`src/rtl/rasp_pkg.sv`:
```
// Notes on behaviour
// - Alarm writable only if allowed/init and unlocked
// - Seconds mask bit 7 drops seconds compare
// - Minutes mask bit 15 drops minutes compare
// - Hours mask bit 23 drops hours compare
// - Date mask bit 31 drops day compare
// - Weekday select bit 30 changes day meaning
// - Bit 22 is PM versus AM/24h
// - Seconds BCD 3:0, 6:4; minute units 11:8
// - Minute tens 14:12, hours 19:16, 21:20
// - Day units 27:24, day tens 29:28
// - Key field write-only, always reads zero
// - Subsecond view shows prescaler down-counter
// - Counter above reload means one second ahead
// - Shift register ignored while write-locked
// - Fraction shift write-only, ignored while pending
// - Shift value is added to down-counter
// - Shift write clears synced flag, later sets
// - Add-one-second bit 31 advances calendar, reads zero
// - Calendar tick divides prescaler by reload+1
package rasp_pkg;

  // ************************************************************
  // Register map
  // ************************************************************
  localparam logic [7:0] ALARM_A_OFF = 8'h1C;
  localparam logic [7:0] LOCK_KEY_OFF = 8'h24;
  localparam logic [7:0] FRACTION_COUNTER_VALUE_OFF = 8'h28;
  localparam logic [7:0] SHIFT_OFF = 8'h2C;
  localparam logic [7:0] CTRL_OFF = 8'h40;
  localparam logic [7:0] STATUS_OFF = 8'h44;
  localparam logic [7:0] RELOAD_OFF = 8'h48;

  // ************************************************************
  // Field positions and reset values
  // ************************************************************
  localparam int CTRL_INIT_BIT = 0;
  localparam int CTRL_ALARM_EN_BIT = 1;
  localparam int ST_ALARM_BIT = 0;
  localparam int ST_SYNCED_BIT = 1;
  localparam int ST_ALLOWED_BIT = 2;
  localparam int ST_PENDING_BIT = 3;
  localparam int ST_UNLOCKED_BIT = 4;
  localparam int SHIFT_ADD_BIT = 31;
  localparam logic [31:0] ALARM_RESET = 32'h0000_0000;
  localparam logic [14:0] RELOAD_RESET = 15'h00FF;
  localparam logic [15:0] COUNT_RESET = 16'h0000;
  localparam logic [15:0] COUNT_ONE = 16'h0001;
  localparam logic [31:0] READ_ZERO = 32'h0000_0000;

  // Alarm A layout, most significant field first
  typedef struct packed {
    logic date_mask;
    logic weekday_select;
    logic [1:0] day_tens_bcd;
    logic [3:0] day_units_bcd;
    logic hours_mask;
    logic am_pm_format;
    logic [1:0] hour_tens_bcd;
    logic [3:0] hour_units_bcd;
    logic minutes_mask;
    logic [2:0] minute_tens_bcd;
    logic [3:0] minute_units_bcd;
    logic seconds_mask;
    logic [2:0] second_tens_bcd;
    logic [3:0] second_units_bcd;
  } rasp_alarm_t;

  // Live calendar values from the calendar counters
  typedef struct packed {
    logic pm;
    logic [1:0] hour_tens_bcd;
    logic [3:0] hour_units_bcd;
    logic [2:0] minute_tens_bcd;
    logic [3:0] minute_units_bcd;
    logic [2:0] second_tens_bcd;
    logic [3:0] second_units_bcd;
    logic [1:0] day_tens_bcd;
    logic [3:0] day_units_bcd;
    logic [2:0] weekday;
  } rasp_cal_t;

  typedef enum logic [1:0] {LK_LOCKED, LK_HALF, LK_OPEN} rasp_lock_t;

endpackage
```
`src/rtl/rasp_core.sv`:
```
`timescale 1ns/100ps
module rasp_core import rasp_pkg::*; #(
  parameter logic [15:0] KEY_FIRST = 16'h00A5,
  parameter logic [15:0] KEY_SECOND = 16'h005A
) (
  input wire logic core_clk,
  input wire logic rst_n,
  input wire logic [7:0] reg_addr,
  input wire logic [31:0] reg_wdata,
  input wire logic reg_wr,
  input wire logic reg_rd,
  output logic [31:0] reg_rdata,
  input wire logic apre_tick,
  input wire rasp_cal_t cal_now,
  output logic second_tick,
  output logic add_second_pulse,
  output logic alarm_a_flag,
  output logic init_mode
);

  // ************************************************************
  // State
  // ************************************************************
  rasp_alarm_t alarm_a;
  rasp_lock_t lock_state;
  logic [14:0] sync_prescaler_reload;
  logic [15:0] fraction_counter_value;
  logic [14:0] fraction_shift_value;
  logic add_one_second;
  logic shift_pending;
  logic shift_synced_flag;
  logic alarm_enable;
  logic tick_d;
  logic apply_d;
  logic unlocked;
  logic alarm_write_allowed_flag;
  logic alarm_wr_ok;
  logic shift_wr_ok;
  logic shift_apply;
  logic wr_alarm;
  logic wr_key;
  logic wr_shift;
  logic wr_ctrl;
  logic wr_status;
  logic wr_reload;
  logic sec_ok;
  logic min_ok;
  logic hour_ok;
  logic day_ok;
  logic alarm_hit;
  logic [31:0] next_rdata;

  // ************************************************************
  // Decode
  // ************************************************************
  // Write strobes per register
  assign wr_alarm = reg_wr && (reg_addr == ALARM_A_OFF);
  assign wr_key = reg_wr && (reg_addr == LOCK_KEY_OFF);
  assign wr_shift = reg_wr && (reg_addr == SHIFT_OFF);
  assign wr_ctrl = reg_wr && (reg_addr == CTRL_OFF);
  assign wr_status = reg_wr && (reg_addr == STATUS_OFF);
  assign wr_reload = reg_wr && (reg_addr == RELOAD_OFF);

  assign unlocked = (lock_state == LK_OPEN);
  // Alarm may only change while it is not armed or in init mode
  assign alarm_write_allowed_flag = !alarm_enable;
  assign alarm_wr_ok = wr_alarm && unlocked
    && (alarm_write_allowed_flag || init_mode);
  assign shift_wr_ok = wr_shift && unlocked && !shift_pending;
  // Shift lands on the next prescaler edge, frozen in init mode
  assign shift_apply = shift_pending && !apply_d && apre_tick && !init_mode;

  // ************************************************************
  // Write protection key
  // ************************************************************
  // Two correct keys in a row open; anything else relocks
  always_ff @(posedge core_clk or negedge rst_n) begin
    if (!rst_n) begin
      lock_state <= LK_LOCKED;
    end else if (wr_key) begin
      unique case (lock_state)
        LK_LOCKED: begin
          lock_state <= (reg_wdata[15:0] == KEY_FIRST) ? LK_HALF : LK_LOCKED;
        end
        LK_HALF: begin
          lock_state <= (reg_wdata[15:0] == KEY_SECOND) ? LK_OPEN : LK_LOCKED;
        end
        LK_OPEN: begin
          lock_state <= LK_LOCKED;
        end
      endcase
    end
  end

  // ************************************************************
  // Control and prescaler reload
  // ************************************************************
  // Both protected by the key; reload only in init mode
  always_ff @(posedge core_clk or negedge rst_n) begin
    if (!rst_n) begin
      init_mode <= 1'b0;
      alarm_enable <= 1'b0;
    end else if (wr_ctrl && unlocked) begin
      init_mode <= reg_wdata[CTRL_INIT_BIT];
      alarm_enable <= reg_wdata[CTRL_ALARM_EN_BIT];
    end
  end

  always_ff @(posedge core_clk or negedge rst_n) begin
    if (!rst_n) begin
      sync_prescaler_reload <= RELOAD_RESET;
    end else if (wr_reload && unlocked && init_mode) begin
      sync_prescaler_reload <= reg_wdata[14:0];
    end
  end

  // ************************************************************
  // Alarm A register
  // ************************************************************
  // Field layout is fixed by the packed struct
  always_ff @(posedge core_clk or negedge rst_n) begin
    if (!rst_n) begin
      alarm_a <= rasp_alarm_t'(ALARM_RESET);
    end else if (alarm_wr_ok) begin
      alarm_a <= rasp_alarm_t'(reg_wdata);
    end
  end

  // ************************************************************
  // Synchronous prescaler down-counter
  // ************************************************************
  // A pending shift replaces one decrement, or the reload at zero, by an addition
  always_ff @(posedge core_clk or negedge rst_n) begin
    if (!rst_n) begin
      fraction_counter_value <= COUNT_RESET;
    end else if (apre_tick && !init_mode) begin
      if (shift_apply) begin
        fraction_counter_value <= 16'(fraction_counter_value
          + {1'b0, fraction_shift_value});
      end else if (fraction_counter_value == COUNT_RESET) begin
        fraction_counter_value <= {1'b0, sync_prescaler_reload};
      end else begin
        fraction_counter_value <= 16'(fraction_counter_value - COUNT_ONE);
      end
    end
  end

  // One-cycle calendar tick when the counter wraps
  always_ff @(posedge core_clk or negedge rst_n) begin
    if (!rst_n) begin
      second_tick <= 1'b0;
      tick_d <= 1'b0;
    end else begin
      second_tick <= apre_tick && !init_mode && !shift_apply
        && (fraction_counter_value == COUNT_RESET);
      tick_d <= second_tick || add_second_pulse;
    end
  end

  // ************************************************************
  // Shift register
  // ************************************************************
  // Value is latched at write, used at the next prescaler edge
  always_ff @(posedge core_clk or negedge rst_n) begin
    if (!rst_n) begin
      fraction_shift_value <= 15'h0000;
      add_one_second <= 1'b0;
    end else if (shift_wr_ok) begin
      fraction_shift_value <= reg_wdata[14:0];
      add_one_second <= reg_wdata[SHIFT_ADD_BIT];
    end
  end

  // Pending holds until the shadow refresh cycle so no write races it
  always_ff @(posedge core_clk or negedge rst_n) begin
    if (!rst_n) begin
      shift_pending <= 1'b0;
      apply_d <= 1'b0;
      add_second_pulse <= 1'b0;
    end else begin
      apply_d <= shift_apply;
      add_second_pulse <= shift_apply && add_one_second;
      if (shift_wr_ok) begin
        shift_pending <= 1'b1;
      end else if (apply_d) begin
        shift_pending <= 1'b0;
      end
    end
  end

  // Synced flag drops on the write, returns once shadows caught up
  always_ff @(posedge core_clk or negedge rst_n) begin
    if (!rst_n) begin
      shift_synced_flag <= 1'b1;
    end else if (apply_d) begin
      shift_synced_flag <= 1'b1;
    end else if (shift_wr_ok) begin
      shift_synced_flag <= 1'b0;
    end
  end

  // ************************************************************
  // Alarm comparison
  // ************************************************************
  // Masked fields always match
  assign sec_ok = alarm_a.seconds_mask
    || ({alarm_a.second_tens_bcd, alarm_a.second_units_bcd}
        == {cal_now.second_tens_bcd, cal_now.second_units_bcd});
  assign min_ok = alarm_a.minutes_mask
    || ({alarm_a.minute_tens_bcd, alarm_a.minute_units_bcd}
        == {cal_now.minute_tens_bcd, cal_now.minute_units_bcd});
  assign hour_ok = alarm_a.hours_mask
    || ({alarm_a.am_pm_format, alarm_a.hour_tens_bcd,
         alarm_a.hour_units_bcd} == {cal_now.pm, cal_now.hour_tens_bcd,
         cal_now.hour_units_bcd});
  // Weekday mode ignores the tens digit
  assign day_ok = alarm_a.date_mask
    || (alarm_a.weekday_select
        ? (alarm_a.day_units_bcd == {1'b0, cal_now.weekday})
        : ({alarm_a.day_tens_bcd, alarm_a.day_units_bcd}
           == {cal_now.day_tens_bcd, cal_now.day_units_bcd}));
  assign alarm_hit = alarm_enable && tick_d
    && sec_ok && min_ok && hour_ok && day_ok;

  // Sticky flag; a hit in the clearing cycle wins
  always_ff @(posedge core_clk or negedge rst_n) begin
    if (!rst_n) begin
      alarm_a_flag <= 1'b0;
    end else if (alarm_hit) begin
      alarm_a_flag <= 1'b1;
    end else if (wr_status && !reg_wdata[ST_ALARM_BIT]) begin
      alarm_a_flag <= 1'b0;
    end
  end

  // ************************************************************
  // Read path
  // ************************************************************
  // Write-only and unmapped words read as zero
  always_comb begin
    next_rdata = READ_ZERO;
    unique case (reg_addr)
      ALARM_A_OFF: next_rdata = alarm_a;
      FRACTION_COUNTER_VALUE_OFF: next_rdata = {16'h0000, fraction_counter_value};
      CTRL_OFF: begin
        next_rdata[CTRL_INIT_BIT] = init_mode;
        next_rdata[CTRL_ALARM_EN_BIT] = alarm_enable;
      end
      STATUS_OFF: begin
        next_rdata[ST_ALARM_BIT] = alarm_a_flag;
        next_rdata[ST_SYNCED_BIT] = shift_synced_flag;
        next_rdata[ST_ALLOWED_BIT] = alarm_write_allowed_flag;
        next_rdata[ST_PENDING_BIT] = shift_pending;
        next_rdata[ST_UNLOCKED_BIT] = unlocked;
      end
      RELOAD_OFF: next_rdata = {17'h0_0000, sync_prescaler_reload};
      default: next_rdata = READ_ZERO;
    endcase
  end

  // Data stand only in the cycle after the read strobe
  always_ff @(posedge core_clk or negedge rst_n) begin
    if (!rst_n) begin
      reg_rdata <= READ_ZERO;
    end else if (reg_rd) begin
      reg_rdata <= next_rdata;
    end else begin
      reg_rdata <= READ_ZERO;
    end
  end

  // ************************************************************
  // Assertions
  // ************************************************************
  // Refused alarm writes leave no trace, accepted ones land whole
  alarm_wr_gate_a: assert property (
    @(posedge core_clk) disable iff (!rst_n)
    wr_alarm && !(unlocked && (alarm_write_allowed_flag || init_mode))
    |=> $stable(alarm_a))
    else $error("locked alarm write took effect");

  alarm_wr_take_a: assert property (
    @(posedge core_clk) disable iff (!rst_n)
    alarm_wr_ok |=> alarm_a == rasp_alarm_t'($past(reg_wdata)))
    else $error("accepted alarm write lost");

  // A hit with a field unmasked means that field really matched
  sec_mask_a: assert property (
    @(posedge core_clk) disable iff (!rst_n)
    alarm_hit && !alarm_a.seconds_mask
    |-> {cal_now.second_tens_bcd, cal_now.second_units_bcd}
      == {alarm_a.second_tens_bcd, alarm_a.second_units_bcd})
    else $error("alarm hit with seconds mismatch");

  min_mask_a: assert property (
    @(posedge core_clk) disable iff (!rst_n)
    alarm_hit && !alarm_a.minutes_mask
    |-> {cal_now.minute_tens_bcd, cal_now.minute_units_bcd}
      == {alarm_a.minute_tens_bcd, alarm_a.minute_units_bcd})
    else $error("alarm hit with minutes mismatch");

  hour_mask_a: assert property (
    @(posedge core_clk) disable iff (!rst_n)
    alarm_hit && !alarm_a.hours_mask
    |-> {cal_now.hour_tens_bcd, cal_now.hour_units_bcd}
      == {alarm_a.hour_tens_bcd, alarm_a.hour_units_bcd})
    else $error("alarm hit with hours mismatch");

  pm_match_a: assert property (
    @(posedge core_clk) disable iff (!rst_n)
    alarm_hit && !alarm_a.hours_mask |-> cal_now.pm == alarm_a.am_pm_format)
    else $error("alarm hit with hour format mismatch");

  day_mask_a: assert property (
    @(posedge core_clk) disable iff (!rst_n)
    alarm_hit && !alarm_a.date_mask && !alarm_a.weekday_select
    |-> {cal_now.day_tens_bcd, cal_now.day_units_bcd}
      == {alarm_a.day_tens_bcd, alarm_a.day_units_bcd})
    else $error("alarm hit with date mismatch");

  weekday_a: assert property (
    @(posedge core_clk) disable iff (!rst_n)
    alarm_hit && !alarm_a.date_mask && alarm_a.weekday_select
    |-> alarm_a.day_units_bcd == {1'b0, cal_now.weekday})
    else $error("alarm hit with weekday mismatch");

  // Write-only words never leak what was written
  key_reads_zero_a: assert property (
    @(posedge core_clk) disable iff (!rst_n)
    reg_rd && (reg_addr == LOCK_KEY_OFF || reg_addr == SHIFT_OFF)
    |=> reg_rdata == READ_ZERO)
    else $error("write-only word read nonzero");

  shift_locked_a: assert property (
    @(posedge core_clk) disable iff (!rst_n)
    wr_shift && !unlocked && !shift_pending |=> !shift_pending)
    else $error("shift taken while locked");

  shift_busy_a: assert property (
    @(posedge core_clk) disable iff (!rst_n)
    wr_shift && shift_pending |=> $stable(fraction_shift_value))
    else $error("shift value changed while pending");

  shift_add_a: assert property (
    @(posedge core_clk) disable iff (!rst_n)
    shift_apply |=> fraction_counter_value
      == 16'($past(fraction_counter_value) + {1'b0, fraction_shift_value}))
    else $error("shift not added to counter");

  // Synced flag low from the write until two cycles after the apply
  synced_drop_a: assert property (
    @(posedge core_clk) disable iff (!rst_n)
    shift_wr_ok |=> shift_pending && !shift_synced_flag)
    else $error("synced flag kept after shift write");

  synced_cycle_a: assert property (
    @(posedge core_clk) disable iff (!rst_n)
    shift_apply |=> !shift_synced_flag ##1 shift_synced_flag && !shift_pending)
    else $error("synced flag sequence broken");

  add_second_a: assert property (
    @(posedge core_clk) disable iff (!rst_n)
    shift_apply && add_one_second |=> add_second_pulse ##1 !add_second_pulse)
    else $error("add one second not pulsed");

  add_pair_a: assert property (
    @(posedge core_clk) disable iff (!rst_n)
    add_second_pulse |-> $past(shift_apply) && add_one_second)
    else $error("add one second without a shift");

  tick_wrap_a: assert property (
    @(posedge core_clk) disable iff (!rst_n)
    apre_tick && !init_mode && !shift_apply
      && fraction_counter_value == COUNT_RESET
    |=> second_tick
      && fraction_counter_value == {1'b0, $past(sync_prescaler_reload)})
    else $error("tick or reload wrong");

  alarm_cause_a: assert property (
    @(posedge core_clk) disable iff (!rst_n)
    $rose(alarm_a_flag) |-> $past(tick_d) && $past(alarm_enable))
    else $error("alarm flag rose without tick");

  fraction_counter_value_read_a: assert property (
    @(posedge core_clk) disable iff (!rst_n)
    reg_rd && reg_addr == FRACTION_COUNTER_VALUE_OFF
    |=> reg_rdata[15:0] == $past(fraction_counter_value))
    else $error("subsecond view wrong");

endmodule // rasp_core

```
`config.mk`:
```
export PLATFORM = sky130hd
export DESIGN_NAME = rasp_core
export DESIGN_NICKNAME = d
export VERILOG_FILES = /design/src/rtl/rasp_pkg.sv /design/src/rtl/rasp_core.sv
export SDC_FILE = /design/constraint.sdc
export NUM_CORES = 1
export LEC_CHECK = 0
export BUFFER_PORTS_ARGS = -buffer_cell sky130_fd_sc_hd__clkbuf_2
export CAP_MARGIN = 15
export CELL_PAD_IN_SITES_DETAIL_PLACEMENT = 0
export CELL_PAD_IN_SITES_GLOBAL_PLACEMENT = 1
export CORE_MARGIN = 3
export CORE_UTILIZATION = 44
export DETAILED_ROUTE_END_ITERATION = 10
export PLACE_DENSITY_LB_ADDON = 0.1
export REMOVE_ABC_BUFFERS = 1
export SLEW_MARGIN = 20
export SYNTH_ARGS = -nofsm -noshare
export SYNTH_HDL_FRONTEND = slang
export SYNTH_SLANG_ARGS = --single-unit
```
`constraint.sdc`:
```
create_clock -name core_clk -period 2.55 [get_ports core_clk]
set_input_delay 0.1275 -clock core_clk [delete_from_list [all_inputs] [get_ports core_clk]]
set_output_delay 0.1275 -clock core_clk [all_outputs]
set_load 0.02 [all_outputs]
```
==> impl_metrics.py, run 1 <==
metrics = {
    "die": {
        "design.core.area_sq_um": 14100,
        "placementRows": 43,
        "start_util": 0.4566,
        "die_width_microns": 126.9,
        "boundaryPins": 111,
        "fp.dieH_microns": 126.9,
        "design.die.area_sq_um": 16120,
    },
    "clocking": {
        "cts_buffer_depth": 2,
        "root_buffer": "clkbuf_16",
        "insertion_delay_ns": 0.42,
        "clock_sinks": 122,
        "cts_made_buffers": 17,
        "htree_levels": 4,
        "clk_pin_slew_ns": 0.06,
        "tritoncts": "yes",
        "post-cts-setup-buffer-count": 0,
    },
    "worst_setup_path": {
        "cp-start-kind": "flip-flop",
        "r2r_cells": 7,
        "worstSetupStartpoint": "fraction_counter_value[3]",
        "r2r_start": "fraction_counter_value[3]",
        "crit_cells": 7,
        "r2r_slack_ns": 0.10,
        "cpPeakStageDelay_ns": 0.45,
        "r2r_end": "fraction_counter_value[13]",
        "worst-path-buf-inv": 0,
        "cp_slowest_cell": "dfrtp_1",
        "cp_top_family": "simple AND/OR/NAND/NOR gates",
        "crit_fanout": 6,
        "critPathKind": "flip-flop to flip-flop",
        "crit_end": "fraction_counter_value[13]",
        "cp-end-kind": "flip-flop",
        "cp.required_ns": 2.90,
        "path_cells": "ha_1 > and3_1 > a22oi_1 > or3_1 > a21bo_2 > a2111oi_0 > nand4b_1",
        "arrival_ns": 2.80,
    },
    "sta": {
        "setup_viol": 0,
        "rsz0062_at_grt": "yes",
        "drv_slew": 0,
        "fin_skew_ns": 0.01382,
        "timing.final.crit_share": 0.9598,
        "hold_violations": 0,
        "max_freq_mhz": 408.6,
        "slew-limit-headroom": 0.5013,
        "tightest_slew_ns": 0.7480,
        "fin_setup_tns_ns": 0,
        "period_minus_slack_ns": 2.448,
    },
    "final_layout": {
        "areaGrowthSynthToFinish_pct": 27.04,
        "nNetsFinal": 828,
        "layout_common_cells": "dfrtp_1, clkbuf_2, mux2_2",
        "layout-drive-gt1-share": 0.3495,
        "antenna_cells": 0,
        "stdcell_count": 924,
        "nFillCells": 1156,
        "final_common_cell": "dfrtp_1",
    },
    "routing": {
        "vias_per_cell": 5.727,
        "vias": 5292,
        "antenna_left": 0,
        "wire_per_inst_microns": 19.56,
        "dr.first_iter.drc_count": 440,
        "first_pass_iters": 5,
        "drc": 0,
        "routed_wl_mm": 18.08,
    },
    "global_route": {
        "track_usage": 0.2305,
        "grt_max_degree": 56,
        "overflow": 0,
        "first_global_vias": 5412,
        "grt_pass1_wl_mm": 29.15,
        "antenna_found_initial": 0,
    },
    "hold_path": {
        "hp-class": "primary input to flip-flop",
    },
    "placed_design": {
        "portBuffers": 110,
        "dp_cells": 871,
        "gp_congestion": 0.8700,
        "dp_hpwl_mm": 13.10,
    },
    "synthesis": {
        "synth_edf_count": 0,
        "syn_area_per_cell_sq_um": 11.08,
        "synth.area.top_cells": "dfrtp_1, mux2_2, ha_1",
        "ys_types": 61,
        "yosysWarnings": 0,
        "async_reset_ff_frac": 1.000,
        "synthCells": 581,
        "mappedNetlistArea_sq_um": 6436,
        "synth-seq-cells": 122,
        "synth.top_cell.area_share": 0.4393,
        "synth_top_area_cell": "dfrtp_1",
        "ys.flop_type": "dfrtp_1",
        "ys_seq_area_frac": 0.4761,
    },
    "power_and_ir_drop": {
        "power_density_nw_per_um2": 636.9,
        "vdd_drop_max_v": 0.0004505,
        "leakage_nw": 4.003,
    },
    "run_status": {
        "status": "finished, final reports clean",
    },
    "flow_run": {
        "drv_cap": 0,
    },
}
[worst register-to-register path: stages (launching register included)]
cell and delay, ns:
dfrtp_1 0.45, ha_1 0.40, and3_1 0.22, a22oi_1 0.11, or3_1 0.42, a21bo_2 0.23
a2111oi_0 0.39, nand4b_1 0.16
[through the flow]
stage	instance area (sq um)	power, W	setup WS (ns)	hold slack, ns	util
finish	8177	0.005207	0.1024	0.02713	0.5801
global route	8177	0.005446	-0.02208	0.01825	0.5801
CTS	8155	0.005235	0.1293	0.009542	0.5786
detailed placement	7335	0.002787	0.1435	0.2413	0.5203
global placement	7335	0.002775	0.1694	0.2236	0.5203
floorplan	6334	0.002498	-0.2377	-0.1681	-
[area by class of cell]
class	instances	area, sq um	share of cell area
Multi-Input combinational cell	419	3241	0.3963
Sequential cell	122	3064	0.3748
Timing Repair Buffer	159	1003	0.1227
Clock buffer	18	439.2	0.05371
Tap cell	180	225.2	0.02754
Clock inverter	12	151.4	0.01852
Inverter	14	52.55	0.006427
[cell families after synthesis]
kind of cell | count (synthesis) | share of synthesized area
and+or+nand+nor | 164 | 0.1466
AOI/OAI and AO/OA | 122 | 0.1338
DFF | 122 | 0.4761
muxes | 68 | 0.1182
xor gates and xnor gates | 45 | 0.06124
buffers and inverters | 40 | 0.02411
adders and majority gates | 20 | 0.04005
[worst min-delay path by stage]
stage                                          end    startpoint  depth (start not counted)
after global placement                   init_mode         rst_n                          1
after floorplan                     add_one_second         rst_n                          0
after global routing      sync_prescaler_reload[9]  reg_wdata[9]                          2
after CTS                               alarm_a[9]  reg_wdata[9]                          2
final                                   alarm_a[9]  reg_wdata[9]                          2
after detailed placement                 init_mode         rst_n                          1
[registers in the layout (all words and copies together), names as in the netlist]
name,cells
init_mode,1
add_second_pulse,1
add_one_second,1
shift_synced_flag,1
alarm_a,32
alarm_enable,1
sync_prescaler_reload,15
second_tick,1
reg_rdata,32
shift_pending,1
fraction_shift_value,15
alarm_a_flag,1
tick_d,1
apply_d,1
lock_state,2
fraction_counter_value,16
[repair_timing]
action	CTS	global route
endpoints found under the setup margin	0	7
hold buffers	23	0
resized for setup	0	6
hold endpoints to repair	75	0
[Yosys cell counts, types with 5 or more instances]
cell type and count:
a31oi_1 8, a22oi_1 16, nand4_1 6, nor3b_1 6
or2_2 6, nor4_1 10, ha_1 19, nor4b_1 5
and3_1 23, nor3_1 7, dfrtp_1 113, a21o_1 6
clkbuf_1 22, o211ai_1 5, or3_1 6, xor2_1 23
dfstp_2 9, a222oi_1 6, o21a_1 5, mux2_2 64
a21oi_1 23, xnor2_1 22, nand2_1 38, inv_1 14
nand3_1 8, nor2_1 21, o21ai_0 16
[power by group]
part / leakage (nW) / internal (W) / switching (W)
sequential: 1.64 / 0.00200 / 0.0000966
combinational: 2.08 / 0.000320 / 0.000384
clock: 0.287 / 0.00154 / 0.000865
total: 4.00 / 0.00386 / 0.00135
[layer usage]
| layer | up-vias | GRT usage | part of all wire |
|---|---|---|---|
| met2 | 167 | 0.3496 | 0.45 |
| met4 | 0 | 0.07634 | 0.017 |
| li1 | 2464 | - | - |
| met3 | 22 | 0.05053 | 0.053 |
| met5 | - | 0 | 0 |
| met1 | 2639 | 0.3289 | 0.48 |
Power figures use the tool's default switching activity.
==> inputs of run 2 (changes only) <==
--- a/config.mk
+++ b/config.mk
@@ -5,12 +5,13 @@
 export SDC_FILE = /design/constraint.sdc
 export NUM_CORES = 1
 export LEC_CHECK = 0
+export ABC_AREA = 1
 export BUFFER_PORTS_ARGS = -buffer_cell sky130_fd_sc_hd__clkbuf_2
 export CAP_MARGIN = 15
 export CELL_PAD_IN_SITES_DETAIL_PLACEMENT = 0
 export CELL_PAD_IN_SITES_GLOBAL_PLACEMENT = 1
 export CORE_MARGIN = 3
-export CORE_UTILIZATION = 44
+export CORE_UTILIZATION = 42
 export DETAILED_ROUTE_END_ITERATION = 10
 export PLACE_DENSITY_LB_ADDON = 0.1
 export REMOVE_ABC_BUFFERS = 1
==> run 2 against run 1 <==
Against the previous run: sequential power up 8%; sequential share of layout area fell by 1.2 points; register-to-register slack gained 0.35 ns; critical path depth rose by 4; total power rose by 10%; largest cell class unchanged; setup slack improved by 0.35 ns; die area grew 12%; first-iteration DRC count fell by 22%; hold slack lost 0.0080 ns; synthesized cell count grew 54%.
==> impl_metrics.py, run 2 <==
metrics = {
    "run_status": {
        "status": "finished, final reports clean",
    },
    "die": {
        "boundaryPins": 111,
        "fp.dieH_microns": 134.3,
        "die_width_microns": 134.3,
        "start_util": 0.4321,
        "placementRows": 46,
        "design.core.area_sq_um": 16000,
        "design.die.area_sq_um": 18040,
    },
    "power_and_ir_drop": {
        "p_switching_w": 0.001868,
        "vdd_drop_max_v": 0.0005019,
        "leakage_nw": 4.422,
        "clkPwrFrac": 0.390,
        "power_density_nw_per_um2": 681.3,
        "power_frac_seq": 0.392,
        "internal-power_w": 0.003883,
        "swShare": 0.3248,
        "comb_power_share": 0.218,
        "totalPowerFinal_w": 0.005752,
    },
    "sta": {
        "max_freq_mhz": 476.6,
        "tightest_slew_ns": 0.6446,
        "period_minus_slack_ns": 2.098,
        "fin_setup_tns_ns": 0,
        "fin_skew_ns": 0.008586,
        "hold_violations": 0,
        "slew-limit-headroom": 0.5693,
        "setup_viol": 0,
        "timing.final.crit_share": 0.8228,
        "drv_slew": 0,
        "rsz0062_at_grt": "no",
    },
    "worst_setup_path": {
        "cp-start-kind": "flip-flop",
        "cp-end-kind": "flip-flop",
        "crit_top_cell": "nand2_1",
        "arrival_ns": 2.40,
        "cpPeakStageDelay_ns": 0.42,
        "r2r_cells": 11,
        "crit_fanout": 4,
        "cp_slowest_cell": "dfrtp_1",
        "critPathKind": "flip-flop to flip-flop",
        "cp.required_ns": 2.85,
        "path_cells": "ha_1 > fa_1 > nand3_1 > nand2_1 > nand2_1 > nand2_1 > or2_2 > nand3_1 > nand2_1 > nand2_1 > nand2_1",
    },
    "final_layout": {
        "final_common_cell": "nand2_1",
        "top_regs": "alarm_a: 32 flops, reg_rdata: 32 flops, fraction_counter_value: 16 flops",
        "areaGrowthSynthToFinish_pct": 22.10,
        "antenna_cells": 0,
        "layout_common_cells": "nand2_1, dfrtp_1, inv_1",
        "layout-drive-gt1-share": 0.1862,
        "nFillCells": 1618,
        "nNetsFinal": 1124,
        "stdcell_count": 1258,
    },
    "clocking": {
        "post-cts-setup-buffer-count": 0,
        "clock_sinks": 122,
        "clk_pin_slew_ns": 0.06,
        "tritoncts": "yes",
        "cts_buffer_depth": 2,
        "insertion_delay_ns": 0.41,
        "ctsHoldBuffers": 20,
        "root_buffer": "clkbuf_16",
        "htree_levels": 4,
        "cts_made_buffers": 17,
        "cts_resized": 0,
    },
    "global_route": {
        "grt_pass1_wl_mm": 30.67,
        "antenna_found_initial": 0,
        "first_global_vias": 5882,
        "track_usage": 0.2165,
        "overflow": 0,
        "grt_max_degree": 60,
    },
    "synthesis": {
        "synth_edf_count": 0,
        "synthCells": 893,
        "yosysWarnings": 0,
        "ys_top_cells_by_count": "nand2_1, dfrtp_1, inv_1",
        "synth_mux_area_frac": 0.03257,
        "synthXorXnorAreaFrac": 0.04054,
        "synthAdderAreaFrac": 0.03728,
        "synth_top_family_by_area": "simple AND/OR/NAND/NOR gates",
        "ys_types": 40,
        "ys.flop_type": "dfrtp_1",
        "syn_area_per_cell_sq_um": 7.743,
        "synthSimpleGateAreaFrac": 0.2687,
        "ys_seq_area_frac": 0.4432,
        "async_reset_ff_frac": 1.000,
        "synth-seq-cells": 122,
        "synth.area.top_cells": "dfrtp_1, nand2_1, inv_1",
        "mappedNetlistArea_sq_um": 6914,
        "yosysMostFrequentCell": "nand2_1",
        "synth.top_cell.area_share": 0.4090,
        "synth_top_area_cell": "dfrtp_1",
        "synth-compound-area-share": 0.09700,
    },
    "placed_design": {
        "dp_hpwl_mm": 14.34,
        "portBuffers": 110,
        "dp_cells": 1206,
        "gp_congestion": 0.8866,
    },
    "routing": {
        "first_pass_iters": 5,
        "dr.first_iter.drc_count": 345,
        "routed_wl_mm": 18.93,
        "antenna_left": 0,
        "drc": 0,
        "vias_per_cell": 4.881,
        "wire_per_inst_microns": 15.04,
        "vias": 6140,
    },
    "hold_path": {
        "hold_depth": 3,
        "hp-class": "primary input to flip-flop",
    },
    "flow_run": {
        "drv_cap": 0,
    },
}
-- run 2: cell count changes in the layout (fill, tap and decap cells not counted), sizes merged, moves of 18 or more --
cell | previous run | this run
mux2 | 64 | 15
and3 | 23 | 1
inv | 14 | 115
o21ai | 16 | 79
nand3 | 9 | 52
nand2 | 38 | 259
nor2 | 22 | 94
buf | 27 | 9
-- run 2: power groups by stage --
stage,combinational [W],clock (W),sequential [W]
final,0.00125,0.00224,0.00226
after global routing,0.00143,0.00237,0.00227
after global placement,0.00123,0,0.00229
after CTS,0.00126,0.00227,0.00225
after detailed placement,0.00122,0,0.00228
after floorplan,0.000887,0,0.00221
-- run 2: cell families (layout without fill, tap and decap cells) --
family	after synthesis	count (layout)
and+or+nand+nor	441	441
DFF	122	122
muxes	15	15
adders and majority gates	20	20
xor gates and xnor gates	32	32
buffers and inverters	137	286
AOI/OAI and AO/OA	126	126
-- run 2: worst max-delay path, delay by kind of cell, from the launching register on --
kind                       cells  cell delay (ns)
adders and majority gates      2             0.67
DFF                            1             0.42
and+or+nand+nor                9             0.89
-- run 2: final timing paths --
check	slack [ns]	from	end
max in group asynchronous	1.53	rst_n	sync_prescaler_reload[3]
min	0.02	reg_wdata[5]	sync_prescaler_reload[5]
max	0.45	fraction_counter_value[0]	fraction_counter_value[6]
max reg2reg	0.45	fraction_counter_value[0]	fraction_counter_value[6]
min in group asynchronous	0.21	rst_n	alarm_a[17]
min reg2reg	0.46	apply_d	shift_synced_flag
-- run 2: final cells by class --
type	instances	area (sq um)	area share
multi-input combinational	634	3292	0.3900
sequential	122	3064	0.3630
timing repair buffer	138	825.8	0.09782
clock buffer	21	450.4	0.05336
inverter	116	440.4	0.05217
tap	216	270.3	0.03201
clock inverter	11	98.84	0.01171
-- run 2: through the flow --
stage          hold WS [ns]  utilization  setup WS, ns  area, sq um
3_3_place_gp        0.09550       0.4808        0.5005         7692
2_1_floorplan       -0.1681            -        0.6310         6797
6_report            0.01917       0.5276        0.4520         8442
3_5_place_dp        0.09266       0.4808        0.4593         7692
5_1_grt             0.02677       0.5276        0.2850         8442
4_1_cts            0.001572       0.5276        0.4462         8442
-- run 2: metal layers --
metal	share of wire	up-vias	track usage
met5	0	-	0
met4	0.011	0	0.05204
met3	0.052	13	0.03863
met2	0.44	174	0.3324
met1	0.49	2827	0.3194
li1	-	3126	-
==> inputs of run 3 (changes only) <==
--- a/config.mk
+++ b/config.mk
@@ -5,13 +5,13 @@
 export SDC_FILE = /design/constraint.sdc
 export NUM_CORES = 1
 export LEC_CHECK = 0
-export ABC_AREA = 1
+export ABC_AREA = 0
 export BUFFER_PORTS_ARGS = -buffer_cell sky130_fd_sc_hd__clkbuf_2
 export CAP_MARGIN = 15
 export CELL_PAD_IN_SITES_DETAIL_PLACEMENT = 0
 export CELL_PAD_IN_SITES_GLOBAL_PLACEMENT = 1
 export CORE_MARGIN = 3
-export CORE_UTILIZATION = 42
+export CORE_UTILIZATION = 44
 export DETAILED_ROUTE_END_ITERATION = 10
 export PLACE_DENSITY_LB_ADDON = 0.1
 export REMOVE_ABC_BUFFERS = 1
==> constraint.sdc (replaced) <==
create_clock -name core_clk -period 2.2 [get_ports core_clk]
set_input_delay 0.11 -clock core_clk [delete_from_list [all_inputs] [get_ports core_clk]]
set_output_delay 0.11 -clock core_clk [all_outputs]
set_load 0.02 [all_outputs]
==> run 3 against run 2 <==
Against the previous run: the flow now finishes with violations (negative setup slack); via count decreased by 12%; design area increased by 2.7%; count of clock-buffer cells in the layout increased by 3; flip-flop and latch count unchanged; clock skew increased by 0.0011 ns.
==> impl_metrics.py, run 3 (synthesis gave the netlist of run 1 again) <==
metrics = {
    "run_status": {
        "status": "finished with violations",
        "failed_checks": "negative setup slack",
    },
    "worst_setup_path": {
        "path_cells": "or4_4 > or3_4 > or3_4 > a31oi_1 > o22ai_1 > a31o_1",
        "cp.required_ns": 2.49,
        "cp_slowest_cell": "or4_4",
        "crit_top_cell": "or3_4",
        "cpPeakStageDelay_ns": 0.58,
        "cp-end-kind": "flip-flop",
        "arrival_ns": 2.54,
        "cp-start-kind": "flip-flop",
        "critPathKind": "flip-flop to flip-flop",
        "crit_fanout": 4,
    },
    "die": {
        "boundaryPins": 111,
        "die_width_microns": 126.9,
        "placementRows": 43,
        "design.die.area_sq_um": 16120,
        "fp.dieH_microns": 126.9,
        "design.core.area_sq_um": 14100,
        "start_util": 0.4566,
    },
    "final_layout": {
        "areaGrowthSynthToFinish_pct": 34.76,
        "nNetsFinal": 871,
        "layout_common_cells": "dfrtp_1, clkbuf_2, buf_4",
        "antenna_cells": 0,
        "top_regs": "alarm_a: 32 flops, reg_rdata: 32 flops, fraction_counter_value: 16 flops",
        "layout-drive-gt1-share": 0.4132,
        "final_common_cell": "dfrtp_1",
    },
    "sta": {
        "tightest_slew_ns": 0.6750,
        "fin_skew_ns": 0.009638,
        "max_freq_mhz": 444.5,
        "timing.final.crit_share": 1.023,
        "drv_slew": 0,
        "worst_slack_ns": -0.04992,
        "rsz0062_at_grt": "yes",
        "fin_setup_tns_ns": -0.06761,
        "period_minus_slack_ns": 2.250,
        "slew-limit-headroom": 0.5500,
        "setup_viol": 2,
        "hold_violations": 0,
    },
    "routing": {
        "routed_wl_mm": 18.51,
        "wire_per_inst_microns": 19.10,
        "vias": 5422,
        "first_pass_iters": 5,
        "vias_per_cell": 5.595,
        "dr.first_iter.drc_count": 323,
        "antenna_left": 0,
        "drc": 0,
    },
    "clocking": {
        "cts_buffer_depth": 2,
        "clock_sinks": 122,
        "tritoncts": "yes",
        "root_buffer": "clkbuf_16",
        "htree_levels": 4,
        "cts_made_buffers": 17,
        "insertion_delay_ns": 0.41,
        "clk_pin_slew_ns": 0.06,
    },
    "placed_design": {
        "portBuffers": 110,
        "gp_congestion": 0.9312,
        "pre_cts_slack_ns": -0.1232,
        "dp_hpwl_mm": 13.51,
    },
    "global_route": {
        "grt_pass1_wl_mm": 29.53,
        "grt_max_degree": 49,
        "overflow": 0,
        "track_usage": 0.2339,
        "antenna_found_initial": 0,
        "first_global_vias": 5609,
    },
    "power_and_ir_drop": {
        "leakage_nw": 4.205,
        "power_density_nw_per_um2": 701.5,
        "vdd_drop_max_v": 0.0005903,
        "totalPowerFinal_w": 0.006084,
    },
    "flow_run": {
        "drv_cap": 0,
    },
    "hold_path": {
        "hp-class": "primary input to flip-flop",
    },
}
-- run 3: repair_timing --
| action | in CTS | in global routing |
|---|---|---|
| endpoints found under the setup margin | 6 | 13 |
| gates resized for setup | 11 | 31 |
| hold endpoints to repair | 71 | 0 |
| setup buffers | 4 | 2 |
| hold buffers | 22 | 0 |
| gates cloned | 0 | 0 |
| pin swaps | 10 | 8 |
-- run 3: metrics by stage --
step,instances,hold slack (ns),instance area (sq um),utilization
2_1_floorplan,555,-0.1856,6334,-
3_3_place_gp,909,0.1861,7645,0.5423
3_5_place_dp,909,0.1935,7645,0.5423
4_1_cts,967,0.001404,8487,0.6021
5_1_grt,969,0.01786,8673,0.6153
6_report,969,0.02873,8673,0.6153
-- run 3: critical path, delay by kind of cell, from the launching register on --
kind,cells,cell delay [ns]
flip-flops,1,0.40
AND/OR/NAND/NOR,3,1.29
AO/OA/AOI/OAI,3,0.44
-- run 3: metal layers --
metal,up-vias,wire length (microns),global-route usage
li1,2561,-,-
met2,175,8661,0.3780
met4,0,321,0.07003
met1,2657,8508,0.3169
met5,-,0,0
met3,29,1017,0.05179
-- run 3: report_power, final --
group          switching [W]  internal [W]  total (W)
registers           0.000102       0.00232    0.00242
clock network       0.000954       0.00161    0.00256
logic               0.000557      0.000545    0.00110
-- run 3: area by class of cell --
cell class	instances	area (sq um)
Clock inverter	8	75.07
Timing Repair Buffer	202	1349
Fill cell	1162	5423
Tap cell	180	225.2
Sequential cell	122	3067
Clock buffer	24	471.7
Multi-Input combinational cell	419	3433
Inverter	14	52.55
-- run 3: final timing paths --
path	from	to	slack [ns]	cells after the start
max	fraction_counter_value[2]	fraction_counter_value[12]	-0.05	6
min	reg_wdata[10]	alarm_a[10]	0.03	2
max reg2reg	fraction_counter_value[2]	fraction_counter_value[12]	-0.05	6
min reg2reg	add_second_pulse	tick_d	0.46	1
max in group asynchronous	rst_n	sync_prescaler_reload[5]	1.14	3
min in group asynchronous	rst_n	alarm_a[29]	0.28	2
